==> src/rtl/bcg_pkg.sv <==
// constants and helper functions shared by the base clock generation unit
package bcg_pkg;

  // ****************************************************************
  // sizes
  // ****************************************************************
  localparam int NUM_SRC  = 12;
  localparam int SEL_W    = 4;
  localparam int NUM_BASE = 9;
  localparam int NUM_FDIV = 7;
  localparam int NUM_GEN  = 17;
  localparam int IDX_W    = 5;
  localparam int CFG_W    = 8;

  // ****************************************************************
  // source codes, one encoding for every selector
  // ****************************************************************
  localparam logic [3:0] SRC_RING      = 4'h0;
  localparam logic [3:0] SRC_XTAL      = 4'h1;
  localparam logic [3:0] SRC_PLL0      = 4'h2;
  localparam logic [3:0] SRC_PLL120    = 4'h3;
  localparam logic [3:0] SRC_PLL240    = 4'h4;
  localparam logic [3:0] SRC_FDIV0     = 4'h5;
  localparam logic [3:0] SRC_FDIV_LAST = 4'hb;

  // ****************************************************************
  // generator indices: base clocks 0..8, dividers, pll reference
  // ****************************************************************
  localparam logic [4:0] GEN_SAFE   = 5'h00;
  localparam logic [4:0] GEN_SYS    = 5'h01;
  localparam logic [4:0] GEN_CTRL   = 5'h02;
  localparam logic [4:0] GEN_NET    = 5'h03;
  localparam logic [4:0] GEN_MIX    = 5'h04;
  localparam logic [4:0] GEN_UART   = 5'h05;
  localparam logic [4:0] GEN_SPI    = 5'h06;
  localparam logic [4:0] GEN_TMR    = 5'h07;
  localparam logic [4:0] GEN_ADC    = 5'h08;
  localparam logic [4:0] GEN_FDIV0  = 5'h09;
  localparam logic [4:0] GEN_PLL_IN = 5'h10;

  // ****************************************************************
  // reset values and timing
  // ****************************************************************
  localparam logic [3:0] SEL_RST       = SRC_RING;
  localparam logic [7:0] CFG_RST       = 8'h00;
  localparam int         DET_LIMIT     = 32;
  localparam int         STUCK_LIMIT   = 32;
  localparam int         CLK_PERIOD_NS = 20;
  localparam int         SYNC_HOLD_CYC = 2;
  localparam int         PLL_HOLD_NS   = 2000;
  localparam int         PLL_HOLD_CYC  =
    (PLL_HOLD_NS + CLK_PERIOD_NS - 1) / CLK_PERIOD_NS;

  function automatic logic is_pll(input logic [3:0] code);
    return (code >= SRC_PLL0) && (code <= SRC_PLL240);
  endfunction

  // static legality of a source for a generator
  function automatic logic sel_legal(input logic [4:0] idx,
                                     input logic [3:0] code);
    if (code > SRC_FDIV_LAST) return 1'b0;
    if (idx == GEN_SAFE || idx == GEN_CTRL) return code == SRC_RING;
    if (idx <= GEN_ADC) return 1'b1;
    if (idx < GEN_PLL_IN) return code < SRC_FDIV0;
    if (idx == GEN_PLL_IN) return code == SRC_XTAL || code == SRC_RING;
    return 1'b0;
  endfunction

endpackage

==> src/rtl/bcg_act_det.sv <==
// activity detector for one clock source
`timescale 1ns/1ps
module bcg_act_det (
  input  wire logic clk,
  input  wire logic sys_rst,
  input  wire logic src_in,
  output logic      src_lvl,
  output logic      active,
  output logic      up_evt,
  output logic      down_evt
);

  logic       s1_r, s2_r, s3_r;
  logic [5:0] cnt_r, cnt_nxt;
  logic       act_r, act_nxt;
  logic       up_r, up_nxt;
  logic       dn_r, dn_nxt;
  logic       edge_seen;

  assign edge_seen = s2_r & ~s3_r;

  always_comb begin
    cnt_nxt = cnt_r;
    act_nxt = act_r;
    if (edge_seen) begin
      cnt_nxt = 6'h00;
      act_nxt = 1'b1;
    end else if (cnt_r == 6'(bcg_pkg::DET_LIMIT - 1)) begin
      act_nxt = 1'b0;
    end else begin
      cnt_nxt = cnt_r + 6'h01;
    end
    up_nxt = act_nxt & ~act_r;
    dn_nxt = ~act_nxt & act_r;
  end

  always_ff @(posedge clk) begin
    if (sys_rst) begin
      // high reset level: a pin stuck high gives no false edge
      s1_r  <= 1'b1;
      s2_r  <= 1'b1;
      s3_r  <= 1'b1;
      cnt_r <= 6'h00;
      act_r <= 1'b0;
      up_r  <= 1'b0;
      dn_r  <= 1'b0;
    end else begin
      s1_r  <= src_in;
      s2_r  <= s1_r;
      s3_r  <= s2_r;
      cnt_r <= cnt_nxt;
      act_r <= act_nxt;
      up_r  <= up_nxt;
      dn_r  <= dn_nxt;
    end
  end

  assign src_lvl  = s3_r;
  assign active   = act_r;
  assign up_evt   = up_r;
  assign down_evt = dn_r;
endmodule // bcg_act_det

==> src/rtl/bcg_gf_sw.sv <==
// glitch-free source switch for one generator
`timescale 1ns/1ps
module bcg_gf_sw #(
  parameter int PLL_HOLD = bcg_pkg::PLL_HOLD_CYC
) (
  input  wire logic                        clk,
  input  wire logic                        sys_rst,
  input  wire logic [bcg_pkg::NUM_SRC-1:0] src_lvl,
  input  wire logic [3:0]                  sel_in,
  input  wire logic                        pll_lock,
  output logic                             clk_out,
  output logic                             busy
);

  typedef enum logic [1:0] {SW_RUN, SW_WAIT, SW_HOLD} bcg_sw_e;

  bcg_sw_e    st_r, st_nxt;
  logic [3:0] cur_r, cur_nxt;
  logic [7:0] cnt_r, cnt_nxt;
  logic       pll_r, pll_nxt;
  logic       out_r, out_nxt;
  logic [7:0] lim;

  assign lim = pll_r ? 8'(PLL_HOLD) : 8'(bcg_pkg::SYNC_HOLD_CYC);

  always_comb begin
    st_nxt  = st_r;
    cur_nxt = cur_r;
    cnt_nxt = cnt_r;
    pll_nxt = pll_r;
    out_nxt = 1'b0;
    unique case (st_r)
      SW_RUN: begin
        // a stopped source is still passed on
        out_nxt = src_lvl[cur_r] & ~(bcg_pkg::is_pll(cur_r) & ~pll_lock);
        if (sel_in != cur_r) begin
          st_nxt  = SW_WAIT;
          cnt_nxt = 8'h00;
          out_nxt = out_r & src_lvl[cur_r];
        end
      end
      SW_WAIT: begin
        // output may only fall here, never rise
        out_nxt = out_r & src_lvl[cur_r];
        cnt_nxt = cnt_r + 8'h01;
        if (!out_nxt || cnt_r == 8'(bcg_pkg::STUCK_LIMIT - 1)) begin
          out_nxt = 1'b0;
          st_nxt  = SW_HOLD;
          cnt_nxt = 8'h00;
          pll_nxt = bcg_pkg::is_pll(cur_r) | bcg_pkg::is_pll(sel_in);
        end
      end
      SW_HOLD: begin
        if (cnt_r < lim) cnt_nxt = cnt_r + 8'h01;
        if (cnt_r >= lim && (!bcg_pkg::is_pll(sel_in) || pll_lock)) begin
          cur_nxt = sel_in;
          st_nxt  = SW_RUN;
        end
      end
    endcase
  end

  always_ff @(posedge clk) begin
    if (sys_rst) begin
      st_r  <= SW_RUN;
      cur_r <= bcg_pkg::SEL_RST;
      cnt_r <= 8'h00;
      pll_r <= 1'b0;
      out_r <= 1'b0;
    end else begin
      st_r  <= st_nxt;
      cur_r <= cur_nxt;
      cnt_r <= cnt_nxt;
      pll_r <= pll_nxt;
      out_r <= out_nxt;
    end
  end

  assign clk_out = out_r;
  assign busy    = st_r != SW_RUN;
endmodule // bcg_gf_sw

==> src/rtl/bcg_base_clk_gen.sv <==
// base clock generation unit: selectors, detectors and switches
`timescale 1ns/1ps
module bcg_base_clk_gen #(
  parameter int PLL_HOLD = bcg_pkg::PLL_HOLD_CYC
) (
  input  wire logic                                  clk,
  input  wire logic                                  sys_rst,
  input  wire logic                                  ring_osc_in,
  input  wire logic                                  xtal_in,
  input  wire logic [2:0]                            pll_clk_in,
  input  wire logic                                  pll_lock_in,
  input  wire logic [bcg_pkg::NUM_FDIV-1:0]          fdiv_clk_in,
  input  wire logic                                  triple_phase_enable,
  input  wire logic                                  wr_en,
  input  wire logic [bcg_pkg::IDX_W-1:0]             wr_idx,
  input  wire logic [bcg_pkg::SEL_W-1:0]             wr_sel,
  input  wire logic [bcg_pkg::CFG_W-1:0]             wr_cfg,
  output logic [bcg_pkg::NUM_GEN*bcg_pkg::SEL_W-1:0] gen_sel,
  output logic [bcg_pkg::NUM_GEN*bcg_pkg::CFG_W-1:0] gen_cfg,
  output logic                                       wr_blocked,
  output logic [bcg_pkg::NUM_SRC-1:0]                activity_status,
  output logic [bcg_pkg::NUM_SRC-1:0]                clk_up_evt,
  output logic [bcg_pkg::NUM_SRC-1:0]                clk_down_evt,
  output logic [bcg_pkg::NUM_BASE-1:0]               base_clk,
  output logic [bcg_pkg::NUM_FDIV-1:0]               fdiv_in_clk,
  output logic [bcg_pkg::NUM_BASE+bcg_pkg::NUM_FDIV-1:0] switch_busy,
  output logic                                       pll_phase_sync
);

  localparam int NSW = bcg_pkg::NUM_BASE + bcg_pkg::NUM_FDIV;

  // ****************************************************************
  // source vector, bit position equals source code
  // ****************************************************************
  logic [bcg_pkg::NUM_SRC-1:0] src_raw;
  logic [bcg_pkg::NUM_SRC-1:0] src_lvl;
  logic [bcg_pkg::NUM_SRC-1:0] src_act;

  // ring oscillator has no power-down control at all
  assign src_raw = {fdiv_clk_in, pll_clk_in, xtal_in, ring_osc_in};

  // ****************************************************************
  // pll lock synchroniser and phase alignment request
  // ****************************************************************
  logic lk1_r, lk2_r;
  logic psync_r, psync_nxt;

  always_comb begin
    // aligning before lock would fix an unknown phase relation
    psync_nxt = triple_phase_enable & lk2_r;
  end

  always_ff @(posedge clk) begin
    if (sys_rst) begin
      lk1_r   <= 1'b0;
      lk2_r   <= 1'b0;
      psync_r <= 1'b0;
    end else begin
      lk1_r   <= pll_lock_in;
      lk2_r   <= lk1_r;
      psync_r <= psync_nxt;
    end
  end

  assign pll_phase_sync = psync_r;

  // ****************************************************************
  // activity detectors
  // ****************************************************************
  genvar gs;
  generate
    for (gs = 0; gs < bcg_pkg::NUM_SRC; gs++) begin : g_det
      bcg_act_det u_det (
        .clk      (clk),
        .sys_rst  (sys_rst),
        .src_in   (src_raw[gs]),
        .src_lvl  (src_lvl[gs]),
        .active   (src_act[gs]),
        .up_evt   (clk_up_evt[gs]),
        .down_evt (clk_down_evt[gs])
      );
    end
  endgenerate

  assign activity_status = src_act;

  // ****************************************************************
  // selector and field storage
  // ****************************************************************
  logic [3:0] sel_r   [bcg_pkg::NUM_GEN];
  logic [3:0] sel_nxt [bcg_pkg::NUM_GEN];
  logic [7:0] cfg_r   [bcg_pkg::NUM_GEN];
  logic [7:0] cfg_nxt [bcg_pkg::NUM_GEN];
  logic       blk_r, blk_nxt;
  logic       wr_hit;
  logic       wr_ok;

  assign wr_hit = wr_en && (wr_idx < 5'(bcg_pkg::NUM_GEN));

  // legal for the generator and currently seen running
  assign wr_ok = bcg_pkg::sel_legal(wr_idx, wr_sel)
                 && src_act[wr_sel];

  always_comb begin
    for (int i = 0; i < bcg_pkg::NUM_GEN; i++) begin
      sel_nxt[i] = sel_r[i];
      cfg_nxt[i] = cfg_r[i];
    end
    blk_nxt = 1'b0;
    if (wr_hit) begin
      cfg_nxt[wr_idx] = wr_cfg;
      if (wr_ok) begin
        sel_nxt[wr_idx] = wr_sel;
      end else begin
        blk_nxt = 1'b1;
      end
    end
  end

  always_ff @(posedge clk) begin
    if (sys_rst) begin
      for (int i = 0; i < bcg_pkg::NUM_GEN; i++) begin
        sel_r[i] <= bcg_pkg::SEL_RST;
        cfg_r[i] <= bcg_pkg::CFG_RST;
      end
      blk_r <= 1'b0;
    end else begin
      for (int i = 0; i < bcg_pkg::NUM_GEN; i++) begin
        sel_r[i] <= sel_nxt[i];
        cfg_r[i] <= cfg_nxt[i];
      end
      blk_r <= blk_nxt;
    end
  end

  assign wr_blocked = blk_r;

  genvar gg;
  generate
    for (gg = 0; gg < bcg_pkg::NUM_GEN; gg++) begin : g_flat
      assign gen_sel[gg*bcg_pkg::SEL_W +: bcg_pkg::SEL_W] = sel_r[gg];
      assign gen_cfg[gg*bcg_pkg::CFG_W +: bcg_pkg::CFG_W] = cfg_r[gg];
    end
  endgenerate

  // ****************************************************************
  // glitch-free switches: base clocks then divider inputs
  // ****************************************************************
  logic [NSW-1:0] sw_out;

  genvar gw;
  generate
    for (gw = 0; gw < NSW; gw++) begin : g_sw
      bcg_gf_sw #(
        .PLL_HOLD (PLL_HOLD)
      ) u_sw (
        .clk      (clk),
        .sys_rst  (sys_rst),
        .src_lvl  (src_lvl),
        .sel_in   (sel_r[gw]),
        .pll_lock (lk2_r),
        .clk_out  (sw_out[gw]),
        .busy     (switch_busy[gw])
      );
    end
  endgenerate

  // whole unit lives on the always-on clock; no bus side exists here
  assign base_clk    = sw_out[bcg_pkg::NUM_BASE-1:0];
  assign fdiv_in_clk = sw_out[NSW-1:bcg_pkg::NUM_BASE];

  // ****************************************************************
  // checks
  // ****************************************************************
  logic [4:0] last_idx_r;
  logic [3:0] last_sel_r;
  logic [7:0] last_cfg_r;
  logic [3:0] old_sel_r;

  always_ff @(posedge clk) begin
    last_idx_r <= wr_idx;
    last_sel_r <= wr_sel;
    last_cfg_r <= wr_cfg;
    old_sel_r  <= sel_r[wr_idx];
  end
endmodule // bcg_base_clk_gen

==> config.mk <==
export PLATFORM = sky130hd
export DESIGN_NAME = bcg_base_clk_gen
export DESIGN_NICKNAME = d
export VERILOG_FILES = /design/src/rtl/bcg_pkg.sv /design/src/rtl/bcg_act_det.sv /design/src/rtl/bcg_gf_sw.sv /design/src/rtl/bcg_base_clk_gen.sv
export SDC_FILE = /design/constraint.sdc
export NUM_CORES = 2
export LEC_CHECK = 0
export BUFFER_PORTS_ARGS = -buffer_cell sky130_fd_sc_hd__buf_2
export CAP_MARGIN = 20
export CELL_PAD_IN_SITES_DETAIL_PLACEMENT = 0
export CELL_PAD_IN_SITES_GLOBAL_PLACEMENT = 1
export CORE_AREA = 2 2 373 375
export DETAILED_ROUTE_END_ITERATION = 10
export DIE_AREA = 0 0 375 377
export HOLD_SLACK_MARGIN = 0.05
export PLACE_DENSITY = 0.58
export RECOVER_POWER = 50
export SLEW_MARGIN = 20
export SYNTH_ARGS = -nofsm -noshare
export SYNTH_HDL_FRONTEND = slang
export SYNTH_HIERARCHICAL = 1
export SYNTH_SLANG_ARGS = --single-unit
export TNS_END_PERCENT = 100
==> constraint.sdc <==
create_clock -name clk -period 2.4 [get_ports clk]
set_clock_uncertainty 0.2 [all_clocks]
set_input_delay 0.12 -clock clk [delete_from_list [all_inputs] [get_ports clk]]
set_output_delay 0.12 -clock clk [all_outputs]
set_load 0.01 [all_outputs]
Yosys cells after proc, flatten, opt, wreduce, memory -nomap -nowiden
Memories as Yosys holds them, arrays and structs flattened.
Cells that the tools add are included.

word-level totals
  register bits = 404
  bits of input ports = 34
  memory bits (writable) = 204
  output and inout bits = 274
  memories = 2

operators by class
  $lt $le $gt $ge = 120
  bitwise operators = 190
  mux-type cells = 322
  reductions and logical operators = 228
  add/sub/neg operators = 28
  equality and inequality tests = 143

memory list
  name   words  bits a word  read ports  clocked after memory_dff  wr ports  RTL line                text
  cfg_r  17     8            17          0                         17        bcg_base_clk_gen.sv:92  logic [7:0] cfg_r [bcg_pkg::NUM_GEN];
  sel_r  17     4            17          0                         17        bcg_base_clk_gen.sv:90  logic [3:0] sel_r [bcg_pkg::NUM_GEN];

operators by type and width
  kind                   count
  $mux W8                66
  $pmux W8 S3            16
  $bwmux W136            1
  $mux W136              1
  $mux W68               2
  $add A8 B1 Y8 const B  16
  $eq A8 B5 Y1 const B   16
  $ge A4 B2 Y1 const B   32
  $ge A8 B8 Y1           16
  $le A4 B3 Y1 const B   32
  $lt A8 B8 Y1           16
  $ne A2 B1 Y1 const B   64
  $mux W7                16
  $mux W1                102
  $mux W2                48
  $pmux W2 S3            16
  $reduce_and A2 Y1      48
  $and A1 B1 Y1          85
  $lt A4 B5 Y1 const B   17
  $add A6 B1 Y6 const B  12
  $eq A6 B5 Y1 const B   12
  $mux W4                18
  $bmux W1 S4            17
  $bwmux W68             1
  27 further kinds       361

Longest topological paths before layout
  word-level depth = 22
  depth in mapped cells = 9
  mapped depth without buffers = 8

By module
Netlist, hierarchy kept.

modules (own cells, without submodules)
  module                         instances  area an instance (um^2)  cells an instance
  bcg_gf_sw at g_sw[0].u_sw ...  15         1237.4                   148
  bcg_base_clk_gen               1          7748.7                   846
  bcg_act_det                    12         444.2                    46
  bcg_gf_sw at g_sw[8].u_sw      1          1192.4                   149

Worst setup path before layout
No wires, ideal clock.

  path type = register to register
  from = register g_sw[8].u_sw.pll_r
  to = register g_sw[8].u_sw.cnt_r[0]
  setup slack = 0.244 ns
  required time = 2.129 ns
  path buffers = 0
  cell stages (with the launch flop) = 8
  arrival time = 1.886 ns
  period minus slack after synthesis = 2.156 ns
  setup time = 0.071 ns
  cells stage by stage = dfxtp_1 inv_1 ha_1 a211o_1 a221oi_4 inv_2 or3_1 a21oi_1

on the way
  cells in the longest elaborated chain, start to end = 4

RTL lines
  what                         RTL line         text
  start, declared              bcg_gf_sw.sv:20  logic pll_r, pll_nxt;
  start signal, assigned       bcg_gf_sw.sv:74  pll_r <= pll_nxt;
  $mux W7                      bcg_gf_sw.sv:24  assign lim = pll_r ? 8'(PLL_HOLD) : 8'(bcg_pkg::SYNC_HOLD_CYC);
  $lt A8 B8 Y1                 bcg_gf_sw.sv:54  if (cnt_r < lim) cnt_nxt = cnt_r + 8'h01;
  $ne A2 B1 Y1 (no line)       --
  $reduce_and A2 Y1 (no line)  --
  end signal, assigned         bcg_gf_sw.sv:73  cnt_r <= cnt_nxt;
  end, declared                bcg_gf_sw.sv:19  logic [7:0] cnt_r, cnt_nxt;

No other way between the ends.
A chain may end at the register's enable or synchronous reset.

==> summary.md <==
The worst hold path begins at sys_rst. From left edge to right edge, the die measures 375 um. For this block, the routed nets add up to 117000 um of wire. The initial antenna violation count is 9. The overall fraction of global-route tracks in use was 16.2%; the via count was 29100.

The signal on the critical path passes through mux2_2 -> nor3b_1 -> buf_4 -> or4_4 -> o311ai_0 -> o31ai_1. The final cell count without fillers is 6144, and the global-route wire length before repair is 177000 um. In the routed design, unresolved DRC markers number 0.

IR analysis of the VDD net gives a maximum drop of 0.000518 V. The first routing iteration left 1683 violations. Tracing the worst setup path back leads to its startpoint at g_det[4].u_det/active$_SDFF_PP0_. The logs give 0.0853 ns for the final worst-path setup slack and 136 for the placement row count. The run finished with clean final reports. In the synthesized netlist the async set-or-reset flop fraction comes to 0%. The tool flagged a number of max-cap violations equal to 0. Once detailed placement completed, the half-perimeter wirelength came to 84100 um.

The worst setup path is captured at a flop. In the layout the commonest cells are 595 x dfxtp_1, 379 x nand2_1, 305 x nor2_1, 268 x clkbuf_1, 252 x a21oi_1. The slowest stage of the critical path belongs to the cell or4_4. For the number of hold violations in the final report, the log shows 0. The vertical die dimension was 377 um; the first-pass iteration count of the detailed router was 5.

For this design the static power due to leakage is 15.2 nW. The largest driver fanout on the critical path is 23. The worst setup path is launched from a flop.

For this run, the number of Yosys warnings is 6. Adding up every negative setup slack in the final design gives 0 ns. The placed cell count is 5931. After synthesis the cells add up to 32800 sq um.

The fraction of final layout cells sized beyond drive strength 1 is 14.8%. The clock drives 608 sinks. The detailed-route wire length per cell is 19.0 um. Yosys mapped a number of flops with a built-in enable equal to 0. TritonCTS built the clock tree.

The number of cells produced by synthesis was 3767. The kind of critical path is reg -> reg. Setup repair after global routing could not meet its margin everywhere. Measured against its own limit, the worst slew margin works out to 29.4%. Input and output buffers added on the ports amount to 307. The filler cells instantiated in the layout total 14600. Required time reported for the critical path endpoint: 2.76 ns. The number of I/O pins is 308, and the floorplan core area is 137000 sq um.

At the pin with the least slew margin, the transition time is 1.06 ns. For the number of H-tree levels, the log shows 3. The synthesized netlist net count was 3941; the largest stage delay on the critical path was 0.64 ns. The most used flip-flop cell after synthesis is dfxtp_1. The worst hold slack is 0.197 ns, and the overflow left after global routing is 0. Cells fill 29.7% of the core in the end. The final critical delay including setup and external delays is 2.31 ns, and the final count of pins violating max slew is 0. Dividing the detail-routed via count by the number of cells gives 4.74. In the final layout, the multi-input gates occupy 19000 sq um. The CTS buffer count was 79; the maximum achievable frequency was 432 MHz.

The run gives 37.1% as the share of the yosys chip area belonging to registers. The tools report the floorplan die area as 141000 sq um. After clock tree synthesis, the clock-pin slew on the worst setup and hold paths is 0.06 ns. Averaged over all synthesized cells, the footprint is 8.72 sq um. The number of buffers and inverters on the critical path was 1. Worst min-delay path class: in -> reg. At the end of the flow, the number of nets in the layout was 4457.

Clock tree synthesis selected as its root buffer the cell clkbuf_16. The run gives 3 as the deepest clock path buffer count. Yosys mapped the design onto 77 distinct sky130hd cell types. Power spread over the standard cell area amounts to 748 nW/um^2.

The insertion delay of the later-clocked pin in the worst-skew pair is 0.69 ns. Setup violations remaining at the end of the flow were counted as 0. The share of the clock period used by the worst path is 96.4%, and the arrival time at the worst endpoint is 2.67 ns.

The synthesis-stage register bit count is 608. The cell type group with the largest total delay on the critical path is simple AND/OR/NAND/NOR gates. The initial utilization of the core area, before any placement, comes to 24.0%. The startpoint of the lowest-slack register-to-register path is g_det[4].u_det/active$_SDFF_PP0_. From synthesis to final layout, the design area changed by 24.0%. Timing analysis after detailed placement gives a worst setup slack of 0.0747 ns.

Most frequent standard cell in the layout excluding fill and tap cells: dfxtp_1. Registers take 12200 sq um. The congestion estimate from routability-driven global placement came to 0.809. In this run the remaining antenna-violating nets after routing total 0. The via count of the first global-routing pass is 28200. The run gives 89 as the maximum number of pins on one net before global-route repair.
path summary, 6_finish.rpt:
check                                            end  slack, ns  cells past startpoint
setup / recovery           sel_r[0][58]$_SDFFE_PP0P_       0.09                      6
hold / removal    g_sw[3].u_sw/cnt_r[1]$_SDFFE_PP0P_       0.20                      3
setup reg to reg           sel_r[0][58]$_SDFFE_PP0P_       0.09                      6
hold reg to reg       g_det[3].u_det/s2_r$_SDFF_PP1_       0.21                      1
metal layers:
metal	global-route usage (%)	wire length (um)	part of all wire [%]	vias up
li1	-	-	-	14600
met1	21.4	53700	46	13800
met2	26.0	52600	45	611
met3	3.61	7100	6.1	140
met4	5.15	3210	2.8	0
met5	0	0	0	-
per-stage QoR:
step | power, W | instance area [sq um]
6_report | 0.0305 | 40700
5_1_grt | 0.0322 | 40700
4_1_cts | 0.0310 | 41000
3_5_place_dp | 0.0181 | 37700
3_3_place_gp | 0.0181 | 37700
2_1_floorplan | 0.0156 | 32800
synthesized netlist by cell type (all sizes together), types with 21 or more instances:
| library cell | count | area share [%] |
|---|---|---|
| a211oi | 32 | 0.73 |
| nor2 | 309 | 3.5 |
| a21oi | 252 | 3.8 |
| nand3b | 32 | 0.73 |
| or3b | 48 | 1.3 |
| nor2b | 23 | 0.44 |
| or3 | 33 | 0.63 |
| nor3b | 30 | 0.69 |
| nor4 | 67 | 2.3 |
| or2 | 83 | 1.6 |
| nand2 | 379 | 4.3 |
| clkbuf | 79 | 0.91 |
| buf | 74 | 1.8 |
| o21ai | 209 | 3.2 |
| nand4b | 33 | 0.88 |
| ha | 140 | 5.3 |
| inv | 218 | 2.5 |
| xor2 | 76 | 2.0 |
| o31ai | 36 | 0.82 |
| nand2b | 88 | 1.7 |
| a31oi | 33 | 0.63 |
| dfxtp | 608 | 37 |
| o311ai | 21 | 0.56 |
| o32ai | 33 | 1.6 |
| nor3 | 118 | 2.6 |
| nand3 | 184 | 3.0 |
| mux2i | 249 | 7.6 |
power by group:
part / switching [W] / internal [W] / leakage, nW
logic: 0.00426 / 0.00273 / 8.90
clock network: 0.00506 / 0.00745 / 1.33
registers: 0.000361 / 0.0106 / 4.93
total: 0.00968 / 0.0208 / 15.2
tightest hold or removal path: stages:
cell and delay [ns]:
dlygate4sd3_1 0.57, buf_8 0.25, a21oi_1 0.07
what timing repair did:
| action | in CTS | in global routing |
|---|---|---|
| buffers inserted | 0 | 1 |
| gates resized for setup | 0 | 33 |
| setup endpoints to repair | 0 | 56 |
| endpoints found under the hold margin | 446 | 0 |
| hold buffers | 64 | 0 |
final cells by class:
type,count,area share (%)
clock inverters,29,1.06
well taps,1794,5.51
flip-flops and latches,608,29.9
clock buffers,115,5.63
repair buffers,588,9.07
diodes,4,0.0246
multi-input cells,2788,46.8
inverters,218,2.01
sequential cells by signal (all words and copies together) (netlist names), 12 cells and up:
signal,cells
g_sw.u_sw/clk_out,16
g_det.u_det/up_evt,12
sel_r,68
g_det.u_det/down_evt,12
g_det.u_det/src_lvl,12
g_det.u_det/s2_r,12
g_sw.u_sw/st_r,32
cfg_r,136
g_det.u_det/active,12
g_sw.u_sw/pll_r,16
g_sw.u_sw/cur_r,64
g_sw.u_sw/cnt_r,128
g_det.u_det/s1_r,12
g_det.u_det/cnt_r,72
kinds of logic after synthesis:
| kind of cell | synth area share [%] |
|---|---|
| AO/OA/AOI/OAI | 16.6 |
| XOR/XNOR | 2.35 |
| adder cells (fa/ha/maj) | 5.34 |
| buffers and inverters | 5.20 |
| flip-flops | 37.1 |
| multiplexers | 7.76 |
| AND/OR/NAND/NOR | 25.7 |
Power figures use the tool's default switching activity.
